[src/shs_pkg.sv]
// Shared constants and types of the servo homing sequencer.
package shs_pkg;

    // Object dictionary indices served on the object access port.
    localparam logic [15:0] OBJ_FAULT_CODE   = 16'h603f;
    localparam logic [15:0] OBJ_COMMAND_WORD = 16'h6040;
    localparam logic [15:0] OBJ_STATE_WORD   = 16'h6041;
    localparam logic [15:0] OBJ_REQ_MODE     = 16'h6060;
    localparam logic [15:0] OBJ_ACT_MODE     = 16'h6061;
    localparam logic [15:0] OBJ_HOME_METHOD  = 16'h6098;
    localparam logic [15:0] OBJ_HOME_SPEED   = 16'h6099;
    localparam logic [15:0] OBJ_HOME_ACCEL   = 16'h609a;

    // Sub-indices of the homing speed object.
    localparam logic [7:0]  SUB_FAST_SPEED   = 8'h01;
    localparam logic [7:0]  SUB_SLOW_SPEED   = 8'h02;

    // Field positions in the command word and the state word.
    localparam int          CW_START_BIT     = 4;
    localparam int          SW_TARGET_BIT    = 10;
    localparam int          SW_ATTAINED_BIT  = 12;
    localparam int          SW_ERROR_BIT     = 13;

    // Operating mode code that selects homing.
    localparam logic [7:0]  MODE_HOMING      = 8'h06;

    // Homing method codes with special handling.
    localparam logic [7:0]  METH_NEG_INDEX   = 8'h21;
    localparam logic [7:0]  METH_POS_INDEX   = 8'h22;
    localparam logic [7:0]  METH_SET_HERE_A  = 8'h23;
    localparam logic [7:0]  METH_SET_HERE_B  = 8'h25;
    localparam logic [7:0]  METH_SWITCH_OFS  = 8'h10;
    localparam logic [7:0]  METH_SWITCH_LO   = 8'h11;
    localparam logic [7:0]  METH_SWITCH_HI   = 8'h1e;
    localparam logic [7:0]  METH_BASE_LAST   = 8'h0e;
    localparam logic [7:0]  METH_POS_LAST    = 8'h0a;

    // Fault code reported after a homing error; the value is arbitrary.
    localparam logic [15:0] FAULT_HOMING     = 16'h0001;

    // Values after reset.
    localparam logic [15:0] RST_WORD         = 16'h0000;
    localparam logic [7:0]  RST_MODE         = 8'h00;
    localparam logic [31:0] RST_DATA         = 32'h0000_0000;
    localparam logic [3:0]  RST_PINS         = 4'h0;

    // Bit positions of the synchronised switch vector.
    localparam int          PIN_INDEX        = 0;
    localparam int          PIN_NEG_LIMIT    = 1;
    localparam int          PIN_POS_LIMIT    = 2;
    localparam int          PIN_HOME         = 3;

    // Sequencer states, Gray coded along idle, fast, slow, done.
    typedef enum logic [1:0] {
        SHS_IDLE = 2'b00,
        SHS_FAST = 2'b01,
        SHS_SLOW = 2'b11,
        SHS_DONE = 2'b10
    } shs_state_type;

endpackage

[src/shs_homing.sv]
`timescale 1ns/1ps
// Summary of operation
// - Method 17 runs method 1 on negative limit.
// - Method 18 runs method 2 on positive limit.
// - Methods 19-30 reuse 3-14 with home switch.
// - Methods 33/34 move negative/positive until index.
// - Any switch during 33/34 flags error, stops.
// - Methods 35/37 capture position, no motion needed.
// - Capture happens on command bit 4 rising.
// - Active mode object mirrors accepted mode.
// - Homing motion starts on command bit 4 rising.
// - Opposite limit during switch methods flags error.
module shs_homing
    import shs_pkg::*;
(
    input  wire logic        clk,
    input  wire logic        nrst,
    input  wire logic [15:0] obj_index,
    input  wire logic [7:0]  obj_sub,
    input  wire logic        obj_wr,
    input  wire logic        obj_rd,
    input  wire logic [31:0] obj_wdata,
    input  wire logic        drive_enabled,
    input  wire logic [31:0] actual_position,
    input  wire logic        index_pin,
    input  wire logic        neg_limit_pin,
    input  wire logic        pos_limit_pin,
    input  wire logic        home_pin,
    output logic      [31:0] obj_rdata_ff,
    output logic             obj_ack_ff,
    output logic             obj_bad_ff,
    output logic             motor_run_ff,
    output logic             motor_neg_ff,
    output logic      [31:0] speed_cmd_ff,
    output logic      [31:0] accel_cmd_ff,
    output logic      [31:0] home_pos_ff,
    output logic             home_set_ff
);
    import shs_pkg::*;

    // Registers: objects written by the master, plus flags, synchronisers and sequencer state.
    logic [15:0]   command_word_ff;   // Control bits from the master.
    logic [7:0]    req_mode_ff;       // Requested operating mode.
    logic [7:0]    act_mode_ff;       // Accepted operating mode.
    logic [7:0]    method_ff;         // Homing method selector.
    logic [31:0]   fast_speed_ff;     // Search speed.
    logic [31:0]   slow_speed_ff;     // Final approach speed.
    logic [31:0]   accel_ff;          // Acceleration and deceleration.
    logic [15:0]   fault_code_ff;     // Last fault reported.
    logic          error_ff;          // Sticky homing error flag.
    logic          attained_ff;       // Homing completed flag.
    logic          start_prev_ff;     // Previous start bit for edge finding.
    logic [3:0]    pin_meta_ff;       // First synchroniser stage.
    logic [3:0]    pin_sync_ff;       // Second synchroniser stage.
    logic [3:0]    pin_prev_ff;       // Delayed copy for edge finding.
    shs_state_type state_ff;          // Sequencer state.
    shs_state_type nxt_state;         // Next sequencer state.

    // Combinational decode of events.
    logic [3:0]    rise;              // Rising edges of the pins.
    logic [3:0]    fall;              // Falling edges of the pins.
    logic          start_edge;        // Rising edge of the start bit.
    logic [7:0]    base;              // Base sequence number.
    logic          is_switch;         // Method uses a switch as reference.
    logic          is_capture;        // Set-here method.
    logic          is_index_run;      // Method 33 or 34.
    logic          is_sequence;       // Methods 1 to 30.
    logic          fast_hit;          // Fast search found its switch.
    logic          ref_hit;           // Final reference event.
    logic          fault_hit;         // Forbidden switch became active.
    logic          homing_mode;       // Homing mode is active.
    logic [15:0]   state_word;        // Assembled state word.

    // Reduces methods 17 to 30 to the sequence they repeat.
    function automatic logic [7:0] base_of(input logic [7:0] m);
        base_of = (m >= METH_SWITCH_LO) ? m - METH_SWITCH_OFS : m;
    endfunction

    // Tells whether a base sequence first heads in negative direction.
    function automatic logic first_neg(input logic [7:0] b);
        first_neg = (b == 8'h01) || (b > METH_POS_LAST);
    endfunction

    // Two flip-flop synchroniser plus a delayed copy for edges.
    always_ff @(posedge clk or negedge nrst) begin
        if (!nrst) begin
            pin_meta_ff <= RST_PINS;
            pin_sync_ff <= RST_PINS;
            pin_prev_ff <= RST_PINS;
        end else begin
            pin_meta_ff <= {home_pin, pos_limit_pin, neg_limit_pin, index_pin};
            pin_sync_ff <= pin_meta_ff;
            pin_prev_ff <= pin_sync_ff;
        end
    end

    // Event and method decode.
    always_comb begin
        rise         = pin_sync_ff & ~pin_prev_ff;
        fall         = ~pin_sync_ff & pin_prev_ff;
        start_edge   = command_word_ff[CW_START_BIT] & ~start_prev_ff;
        base         = base_of(method_ff);
        is_switch    = (method_ff >= METH_SWITCH_LO) && (method_ff <= METH_SWITCH_HI);
        is_sequence  = (method_ff != 8'h00) && (method_ff <= METH_SWITCH_HI);
        is_index_run = (method_ff == METH_NEG_INDEX) || (method_ff == METH_POS_INDEX);
        is_capture   = (method_ff == METH_SET_HERE_A) || (method_ff == METH_SET_HERE_B);
        homing_mode  = (act_mode_ff == MODE_HOMING);
        // Fast search ends on the limit (bases 1, 2) or home switch.
        if (base == 8'h01) begin
            fast_hit = rise[PIN_NEG_LIMIT];
        end else if (base == 8'h02) begin
            fast_hit = rise[PIN_POS_LIMIT];
        end else begin
            fast_hit = rise[PIN_HOME];
        end
        // Final reference: index pulse, or leaving the switch.
        if (is_index_run || !is_switch) begin
            ref_hit = rise[PIN_INDEX];
        end else if (base == 8'h01) begin
            ref_hit = fall[PIN_NEG_LIMIT];
        end else if (base == 8'h02) begin
            ref_hit = fall[PIN_POS_LIMIT];
        end else begin
            ref_hit = fall[PIN_HOME];
        end
        // Forbidden switches stop the run.
        if (is_index_run) begin
            fault_hit = |pin_sync_ff[PIN_HOME:PIN_NEG_LIMIT];
        end else if (base > METH_BASE_LAST) begin
            fault_hit = 1'b0;
        end else if (first_neg(base)) begin
            fault_hit = rise[PIN_POS_LIMIT];
        end else begin
            fault_hit = rise[PIN_NEG_LIMIT];
        end
        state_word = RST_WORD;
        state_word[SW_ERROR_BIT]    = error_ff;
        state_word[SW_ATTAINED_BIT] = attained_ff;
        state_word[SW_TARGET_BIT]   = attained_ff | error_ff;
    end

    // Next state of the sequencer.
    always_comb begin
        nxt_state = state_ff;
        unique case (state_ff)
            SHS_IDLE: begin
                // Motion starts only in homing mode with the drive enabled.
                if (start_edge && homing_mode && drive_enabled) begin
                    if (is_index_run) begin
                        nxt_state = SHS_SLOW;
                    end else if (is_sequence) begin
                        nxt_state = SHS_FAST;
                    end
                end
            end
            SHS_FAST: begin
                if (fault_hit || !drive_enabled) begin
                    nxt_state = SHS_IDLE;
                end else if (fast_hit) begin
                    nxt_state = SHS_SLOW;
                end
            end
            SHS_SLOW: begin
                if (fault_hit || !drive_enabled) begin
                    nxt_state = SHS_IDLE;
                end else if (ref_hit) begin
                    nxt_state = SHS_DONE;
                end
            end
            SHS_DONE: begin
                nxt_state = SHS_IDLE;
            end
        endcase
    end

    // Sequencer state register.
    always_ff @(posedge clk or negedge nrst) begin
        if (!nrst) begin
            state_ff <= SHS_IDLE;
        end else begin
            state_ff <= nxt_state;
        end
    end

    // Motor command outputs follow the next state.
    always_ff @(posedge clk or negedge nrst) begin
        if (!nrst) begin
            motor_run_ff <= 1'b0;
            motor_neg_ff <= 1'b0;
            speed_cmd_ff <= RST_DATA;
            accel_cmd_ff <= RST_DATA;
        end else begin
            motor_run_ff <= (nxt_state == SHS_FAST) || (nxt_state == SHS_SLOW);
            accel_cmd_ff <= accel_ff;
            if (nxt_state == SHS_FAST) begin
                motor_neg_ff <= first_neg(base);
                speed_cmd_ff <= fast_speed_ff;
            end else if (nxt_state == SHS_SLOW) begin
                // Index runs keep their direction; sequences reverse.
                if (is_index_run) begin
                    motor_neg_ff <= (method_ff == METH_NEG_INDEX);
                end else begin
                    motor_neg_ff <= !first_neg(base);
                end
                speed_cmd_ff <= slow_speed_ff;
            end else begin
                speed_cmd_ff <= RST_DATA;
            end
        end
    end

    // Home capture, flags and fault code.
    always_ff @(posedge clk or negedge nrst) begin
        if (!nrst) begin
            home_pos_ff   <= RST_DATA;
            home_set_ff   <= 1'b0;
            error_ff      <= 1'b0;
            attained_ff   <= 1'b0;
            fault_code_ff <= RST_WORD;
            start_prev_ff <= 1'b0;
        end else begin
            start_prev_ff <= command_word_ff[CW_START_BIT];
            home_set_ff   <= 1'b0;
            if (state_ff != SHS_IDLE && state_ff != SHS_DONE && nxt_state == SHS_IDLE) begin
                // Error set wins over the clear of a new start.
                error_ff      <= 1'b1;
                fault_code_ff <= FAULT_HOMING;
            end else if (start_edge && homing_mode) begin
                error_ff <= 1'b0;
            end
            if (start_edge && homing_mode && is_capture) begin
                // No drive enable is needed to set home here.
                home_pos_ff <= actual_position;
                home_set_ff <= 1'b1;
                attained_ff <= 1'b1;
            end else if (state_ff == SHS_DONE) begin
                home_pos_ff <= actual_position;
                home_set_ff <= 1'b1;
                attained_ff <= 1'b1;
            end else if (start_edge && homing_mode) begin
                attained_ff <= 1'b0;
            end
        end
    end

    // Object writes and mode acceptance.
    always_ff @(posedge clk or negedge nrst) begin
        if (!nrst) begin
            command_word_ff <= RST_WORD;
            req_mode_ff     <= RST_MODE;
            act_mode_ff     <= RST_MODE;
            method_ff       <= RST_MODE;
            fast_speed_ff   <= RST_DATA;
            slow_speed_ff   <= RST_DATA;
            accel_ff        <= RST_DATA;
        end else begin
            act_mode_ff <= req_mode_ff;
            if (obj_wr) begin
                unique case (obj_index)
                    OBJ_COMMAND_WORD: command_word_ff <= obj_wdata[15:0];
                    OBJ_REQ_MODE:     req_mode_ff     <= obj_wdata[7:0];
                    OBJ_HOME_METHOD:  method_ff       <= obj_wdata[7:0];
                    OBJ_HOME_ACCEL:   accel_ff        <= obj_wdata;
                    OBJ_HOME_SPEED: begin
                        if (obj_sub == SUB_FAST_SPEED) begin
                            fast_speed_ff <= obj_wdata;
                        end else if (obj_sub == SUB_SLOW_SPEED) begin
                            slow_speed_ff <= obj_wdata;
                        end
                    end
                    default: ;
                endcase
            end
        end
    end

    // Object reads answer one cycle later; unknown indices flag bad.
    always_ff @(posedge clk or negedge nrst) begin
        if (!nrst) begin
            obj_rdata_ff <= RST_DATA;
            obj_ack_ff   <= 1'b0;
            obj_bad_ff   <= 1'b0;
        end else begin
            obj_ack_ff <= obj_rd | obj_wr;
            obj_bad_ff <= 1'b0;
            if (obj_rd) begin
                obj_rdata_ff <= RST_DATA;
                unique case (obj_index)
                    OBJ_FAULT_CODE:   obj_rdata_ff[15:0] <= fault_code_ff;
                    OBJ_COMMAND_WORD: obj_rdata_ff[15:0] <= command_word_ff;
                    OBJ_STATE_WORD:   obj_rdata_ff[15:0] <= state_word;
                    OBJ_REQ_MODE:     obj_rdata_ff[7:0]  <= req_mode_ff;
                    OBJ_ACT_MODE:     obj_rdata_ff[7:0]  <= act_mode_ff;
                    OBJ_HOME_METHOD:  obj_rdata_ff[7:0]  <= method_ff;
                    OBJ_HOME_ACCEL:   obj_rdata_ff       <= accel_ff;
                    OBJ_HOME_SPEED: begin
                        if (obj_sub == SUB_SLOW_SPEED) begin
                            obj_rdata_ff <= slow_speed_ff;
                        end else begin
                            obj_rdata_ff <= fast_speed_ff;
                        end
                    end
                    default: obj_bad_ff <= 1'b1;
                endcase
            end
        end
    end

endmodule

[config.mk]
export PLATFORM = sky130hd
export DESIGN_NAME = shs_homing
export DESIGN_NICKNAME = d
export VERILOG_FILES = /design/src/shs_pkg.sv /design/src/shs_homing.sv
export SDC_FILE = /design/constraint.sdc
export NUM_CORES = 1
export LEC_CHECK = 0
export BUFFER_PORTS_ARGS = -buffer_cell sky130_fd_sc_hd__buf_4
export CAP_MARGIN = 25
export CORE_ASPECT_RATIO = 0.75
export CORE_UTILIZATION = 59
export DETAILED_ROUTE_END_ITERATION = 10
export PLACE_DENSITY = 0.81
export SETUP_SLACK_MARGIN = 0.1
export SLEW_MARGIN = 30
export SYNTH_ARGS = -nofsm -noshare
export SYNTH_HDL_FRONTEND = slang
export SYNTH_SLANG_ARGS = --single-unit
[constraint.sdc]
create_clock -name clk -period 6.3 [get_ports clk]
set_input_delay 0.315 -clock clk [delete_from_list [all_inputs] [get_ports clk]]
set_output_delay 0.315 -clock clk [all_outputs]
set_load 0.005 [all_outputs]
=== Word level (Yosys, flattened, before mapping) ===
Index checks and enable logic that the tools add are counted.

* Bits in registers: 287
* Bits of input ports: 97
* Output and inout bits: 133
* Logic and storage cells: 129

* Add/subtract/negate cells: 1
* Order comparisons: 4
* Equality and inequality tests: 23
* Mux-type cells: 36
* Bitwise gates (word level): 9
* Reductions and logical operators: 32

{| class="wikitable"
|+ Operators by type and width
! cell !! count
|-
| $mux 32 || 5
|-
| $eq 16x15->1 const B || 8
|-
| $pmux 8 s7 || 1
|-
| $eq 8x6->1 const B || 4
|-
| $pmux 16 s2 || 1
|-
| $pmux 8 s4 || 1
|-
| $mux 1 || 19
|-
| $eq 8x1->1 const B || 2
|-
| $eq 8x2->1 const B || 2
|-
| $gt 8x4->1 const B || 2
|-
| $mux 2 || 7
|-
| $and 4x4->4 || 2
|-
| $eq 8x3->1 const B || 1
|-
| $ge 8x5->1 const B || 1
|-
| $le 8x5->1 const B || 1
|-
| $mux 8 || 1
|-
| $not 4->4 || 2
|-
| $pmux 2 s4 || 1
|-
| $reduce_and 2->1 || 4
|-
| $reduce_bool 2->1 || 4
|-
| $reduce_bool 8->1 || 1
|-
| $reduce_or 8->1 || 1
|-
| $sub 8x5->8 const B || 1
|-
| $logic_and 1x1->1 || 7
|-
| 13 further kinds || 26
|}

=== Longest topological paths before layout ===
* Depth in word-level cells: 13
* Mapped depth: 11

=== Least setup slack after synthesis ===
Ideal clock, no wire load.

* Path type: reg-to-reg
* Start: reg method_ff[4]
* End: reg speed_cmd_ff[10]
* Setup time: 132 ps
* Data arrival time: 2226 ps
* Slack: 3942 ps
* Cell stages (with the launch flop): 11
* Clock period less this slack: 2358 ps
* Cells stage by stage: dfrtp_1 inv_1 ha_1 nor3b_1 nand3_1 o211ai_1 a31o_1 a22oi_1 nand2_2 clkbuf_1 nor2_1

* Longest elaborated chain between the ends: 13

{| class="wikitable"
|+ RTL lines
! element !! RTL line !! RTL
|-
| start, declared || shs_homing.sv:45 || <nowiki>logic [7:0] method_ff;</nowiki>
|-
| start signal, assigned || shs_homing.sv:262 || <nowiki>OBJ_HOME_METHOD: method_ff <= obj_wdata[7:0];</nowiki>
|-
| $sub 8x5->8 / $ge 8x5->1 (equally long branches) || shs_homing.sv:76, shs_homing.sv:103 ||
|-
| $mux 8 || shs_homing.sv:76 || <nowiki>base_of = (m >= METH_SWITCH_LO) ? m - METH_SWITCH_OFS : m;</nowiki>
|-
| $gt 8x4->1 / $eq 8x1->1 (equally long branches) || shs_homing.sv:81, shs_homing.sv:109, shs_homing.sv:119 ||
|-
| $logic_or 1x1->1 || shs_homing.sv:81 || <nowiki>first_neg = (b == 8'h01) || (b > METH_POS_LAST);</nowiki>
|-
| $mux 1 || shs_homing.sv:131 || <nowiki>end else if (first_neg(base)) begin</nowiki>
|-
| $mux 1 || shs_homing.sv:129 || <nowiki>end else if (base > METH_BASE_LAST) begin</nowiki>
|-
| $mux 1 || shs_homing.sv:127 || <nowiki>if (is_index_run) begin</nowiki>
|-
| $logic_or 1x1->1 || shs_homing.sv:157, shs_homing.sv:164 ||
|-
| $mux 2 (on tied branches) || shs_homing.sv:164, shs_homing.sv:157 ||
|-
| $pmux 2 s4 * || shs_homing.sv:145 || <nowiki>unique case (state_ff)</nowiki>
|-
| $eq 2x2->1 || shs_homing.sv:198 || <nowiki>end else if (nxt_state == SHS_SLOW) begin</nowiki>
|-
| $mux 32 || shs_homing.sv:198 ||
|-
| $mux 32 * || shs_homing.sv:195 || <nowiki>if (nxt_state == SHS_FAST) begin</nowiki>
|-
| end signal, assigned || shs_homing.sv:197 || <nowiki>speed_cmd_ff <= fast_speed_ff;</nowiki>
|-
| end signal, assigned || shs_homing.sv:205 || <nowiki>speed_cmd_ff <= slow_speed_ff;</nowiki>
|-
| end, declared || shs_homing.sv:34 || <nowiki>output logic [31:0] speed_cmd_ff,</nowiki>
|}

Mark *: on every way between the ends. The rest lies on a longest branch, timed or not.
A chain may end at the register's enable or synchronous reset.

=== Final worst setup path ===
* Start: reg method_ff[4]
* End: reg fault_code_ff[0]

* Longest elaborated chain between the ends: 12

{| class="wikitable"
|+ RTL lines
! element !! RTL line !! RTL
|-
| $sub 8x5->8 / $ge 8x5->1 (equally long branches) || shs_homing.sv:76, shs_homing.sv:103 ||
|-
| $mux 8 || shs_homing.sv:76 ||
|-
| $gt 8x4->1 / $eq 8x1->1 (equally long branches) || shs_homing.sv:81, shs_homing.sv:109, shs_homing.sv:119 ||
|-
| $logic_or 1x1->1 || shs_homing.sv:81 ||
|-
| $mux 1 || shs_homing.sv:131 ||
|-
| $mux 1 || shs_homing.sv:129 ||
|-
| $mux 1 || shs_homing.sv:127 ||
|-
| $logic_or 1x1->1 || shs_homing.sv:157, shs_homing.sv:164 ||
|-
| $mux 2 (on tied branches) || shs_homing.sv:164, shs_homing.sv:157 ||
|-
| $pmux 2 s4 * || shs_homing.sv:145 ||
|-
| named net nxt_state[0] || shs_homing.sv:57 || <nowiki>shs_state_type nxt_state;</nowiki>
|-
| $logic_not 2->1 * || shs_homing.sv:224 || <nowiki>if (state_ff != SHS_IDLE && state_ff != SHS_DONE && nxt_state == SHS_IDLE) begin</nowiki>
|-
| $logic_and 1x1->1 * || shs_homing.sv:224 ||
|-
| end signal, assigned || shs_homing.sv:219 || <nowiki>fault_code_ff <= RST_WORD;</nowiki>
|-
| end signal, assigned || shs_homing.sv:227 || <nowiki>fault_code_ff <= FAULT_HOMING;</nowiki>
|-
| end, declared || shs_homing.sv:49 || <nowiki>logic [15:0] fault_code_ff;</nowiki>
|}

The timed path passes the listed nets; every way through them passes the cells marked *.

==> impl_metrics.toml <==
[run_status]
status = "finished, final reports clean"

[clock_tree]
cts_resized = 0
htree_num_levels = 1
clk_latency_ps = 530
cts_buffers = 27
root_buffer = "clkbuf_16"
path_clk_slew_ps = 60
cts_sinks = 287
postCtsSetupRepairBufs = 0
clk_path_buf_depth = 3
cts_tree = "yes"

[worst_setup_path]
end_kind = "flop"
start_kind = "flop"
crit_type = "flop to flop"
worst_ep_required_time_ps = 6770
crit_arrival_ps = 3770
worstPathMaxFanout = 34

[cells_and_area]
drive_above_1_share_pct = 39.6
antenna_cells = 0
fin_nets = 1216
fin_area_um2 = 14600
final_common_cell = "dfrtp_1"
final_cell_mix = "dfrtp_1, buf_4, mux2_2, nand2_1, a21oi_1"
areaGrowthSynthToFinish_pct = 25.2
fillCellCount = 1255

[global_route]
gr-total-overflow = 0
grt_max_degree = 182
grt_pass1_wl_mm = 44.4
grt_pass1_vias = 8250
antenna_found_initial = 0
track_usage_pct = 28.7

[synth]
synth.largest_area_cell = "dfrtp_1"
syn_nets = 990
yosysWarnings = 0
ys_seq_area_share_pct = 61.8
synth.area.top_cells = "dfrtp_1, mux2_2, mux2i_1, a21oi_1, nand2_1"
syn_area_um2 = 11600
synth-seq-cells = 287
synth_edf_count = 0
synth_top_flop_cell = "dfrtp_1"
synth_top_cell_area_share_pct = 61.8
synth.distinct_cells = 67
synth_cells = 889
avgSynthCellArea_um2 = 13.1
synth-async-reset-ratio_pct = 100

[sta]
drv_slew = 0
setup_ws_ps = 3000
rsz0062_at_grt = "false"
worstMarginPinSlew_ps = 996
max_freq_mhz = 303
tns_ps = 0
slew_headroom_pct = 33.5
min_period_over_period_pct = 52.4
hold_viol_final = 0
finClkSkew_ps = 9.46
fin_crit_ps = 3300
finalSetupViolations = 0

[place]
gp_congestion = 0.910
io_buffers = 229
place_ws_ps = 3060
hpwl_mm = 18.1
place_area_um2 = 13500

[route]
drt_wl_total_mm = 28.4
detail_route.wl_per_cell_um = 20.5
drt_iter0_drc = 670
drc = 0
routed_via_density = 5.87
ant_nets = 0
drt_pre_antenna_iters = 5
vias = 8127

[power_and_ir_drop]
p_leak_nw = 7.05
power.density_nw_per_um2 = 260
ir_worst_vdd_v = 0.000186

[floorplanning]
ioPinCount = 230
die-area_um2 = 20300
die_h_um = 124
core_um2 = 19300
die_width_um = 164
start_util_pct = 60.2
rows = 44

[run]
cap_viol_max_count = 0

[worst_hold_path]
hp-class = "input port to flop"
-- flip-flops by register name, indices dropped and copies added (netlist names), 8 cells and up --
signal and count:
slow_speed_ff 32, fast_speed_ff 32, home_pos_ff 32, obj_rdata_ff 32
accel_ff 32, speed_cmd_ff 32, method_ff 8, command_word_ff 16
act_mode_ff 8, req_mode_ff 8, accel_cmd_ff 32
-- worst max-delay path, stage by stage (launching register included) --
cell and delay (ps):
dfrtp_1 420, inv_1 130, ha_1 150, nor3b_1 500, nand3_1 370, o211ai_1 280, a31o_1 230, a22oi_1 130
nand2_2 610, inv_2 120, nor2_1 170, or2_1 110
-- metal layers --
metal | share of wire, % | vias up | global-route usage [%] | wire [µm]
li1 | - | 3610 | - | -
met1 | 42 | 4101 | 40.1 | 11900
met2 | 47 | 363 | 45.2 | 13300
met3 | 8.8 | 53 | 7.06 | 2490
met4 | 2.5 | 0 | 8.10 | 708
met5 | 0 | - | 0 | 0
-- synth_stat cells (3+ instances only) --
master,instances
a22oi_1,11
a21o_1,3
mux2_1,13
a21oi_1,69
nor4_1,4
nor2_2,3
o21ai_0,6
clkbuf_1,28
o22ai_1,10
a41oi_1,3
nand2_2,3
nand2b_1,9
a31oi_1,3
nand3_1,5
buf_1,3
nor2_1,64
buf_12,3
a221oi_1,12
and2_1,3
or4b_1,3
nor3_1,4
inv_1,16
nand4b_1,4
o211ai_1,4
mux2_2,147
dfrtp_1,287
nand2_1,71
buf_2,6
mux2i_1,41
ha_1,4
-- what timing repair did --
action	4_1_cts	5_1_grt
endpoints found under the setup margin	0	0
hold endpoints to repair	110	0
hold buffers	5	0
-- worst paths after layout --
kind	slack, ps	from	end	depth (start not counted)
worst min register to register	350	pin_meta_ff[0]	pin_sync_ff[0]	0
worst max-delay path	3000	method_ff[4]	fault_code_ff[0]	11
worst min-delay path	20	actual_position[15]	home_pos_ff[15]	2
worst max register to register	3000	method_ff[4]	fault_code_ff[0]	11
min in group asynchronous	430	nrst	obj_rdata_ff[8]	2
max in group asynchronous	4470	nrst	slow_speed_ff[28]	4
-- final cells by class --
type / instances / area, µm² / share of cell area (%)
Clock buffer: 35 / 736 / 5.06
Clock inverter: 10 / 179 / 1.23
Inverter: 17 / 63.8 / 0.438
Multi-Input combinational cell: 541 / 4200 / 28.8
Sequential cell: 287 / 7180 / 49.3
Tap cell: 253 / 317 / 2.18
Timing Repair Buffer: 241 / 1880 / 12.9
-- metrics by stage --
stage | hold slack, ps | power (W) | instances | utilization (%)
2_1_floorplan | 19.4 | 0.00196 | 889 | -
3_3_place_gp | 333 | 0.00211 | 1332 | 70.0
3_5_place_dp | 335 | 0.00211 | 1333 | 70.1
4_1_cts | 2.32 | 0.00380 | 1383 | 75.1
5_1_grt | 7.13 | 0.00389 | 1384 | 75.3
6_report | 16.4 | 0.00378 | 1384 | 75.3
-- where the power goes --
group	switching (W)	internal, W
Combinational	0.0000946	0.0000971
Sequential	0.0000181	0.00187
Clock	0.000673	0.00102
-- logic make-up (layout without fill, tap and decap cells) --
family / Yosys count / count (layout) / share of synthesized area [%]
AND/OR/NAND/NOR: 196 / 196 / 8.16
AO/OA/AOI/OAI: 137 / 137 / 7.75
buffers and inverters: 61 / 303 / 2.65
XOR/XNOR: 2 / 2 / 0.151
multiplexers: 201 / 201 / 19.0
adder cells (fa/ha/maj): 5 / 5 / 0.516
flip-flops: 287 / 287 / 61.8
(Power assumes the default switching activity.)
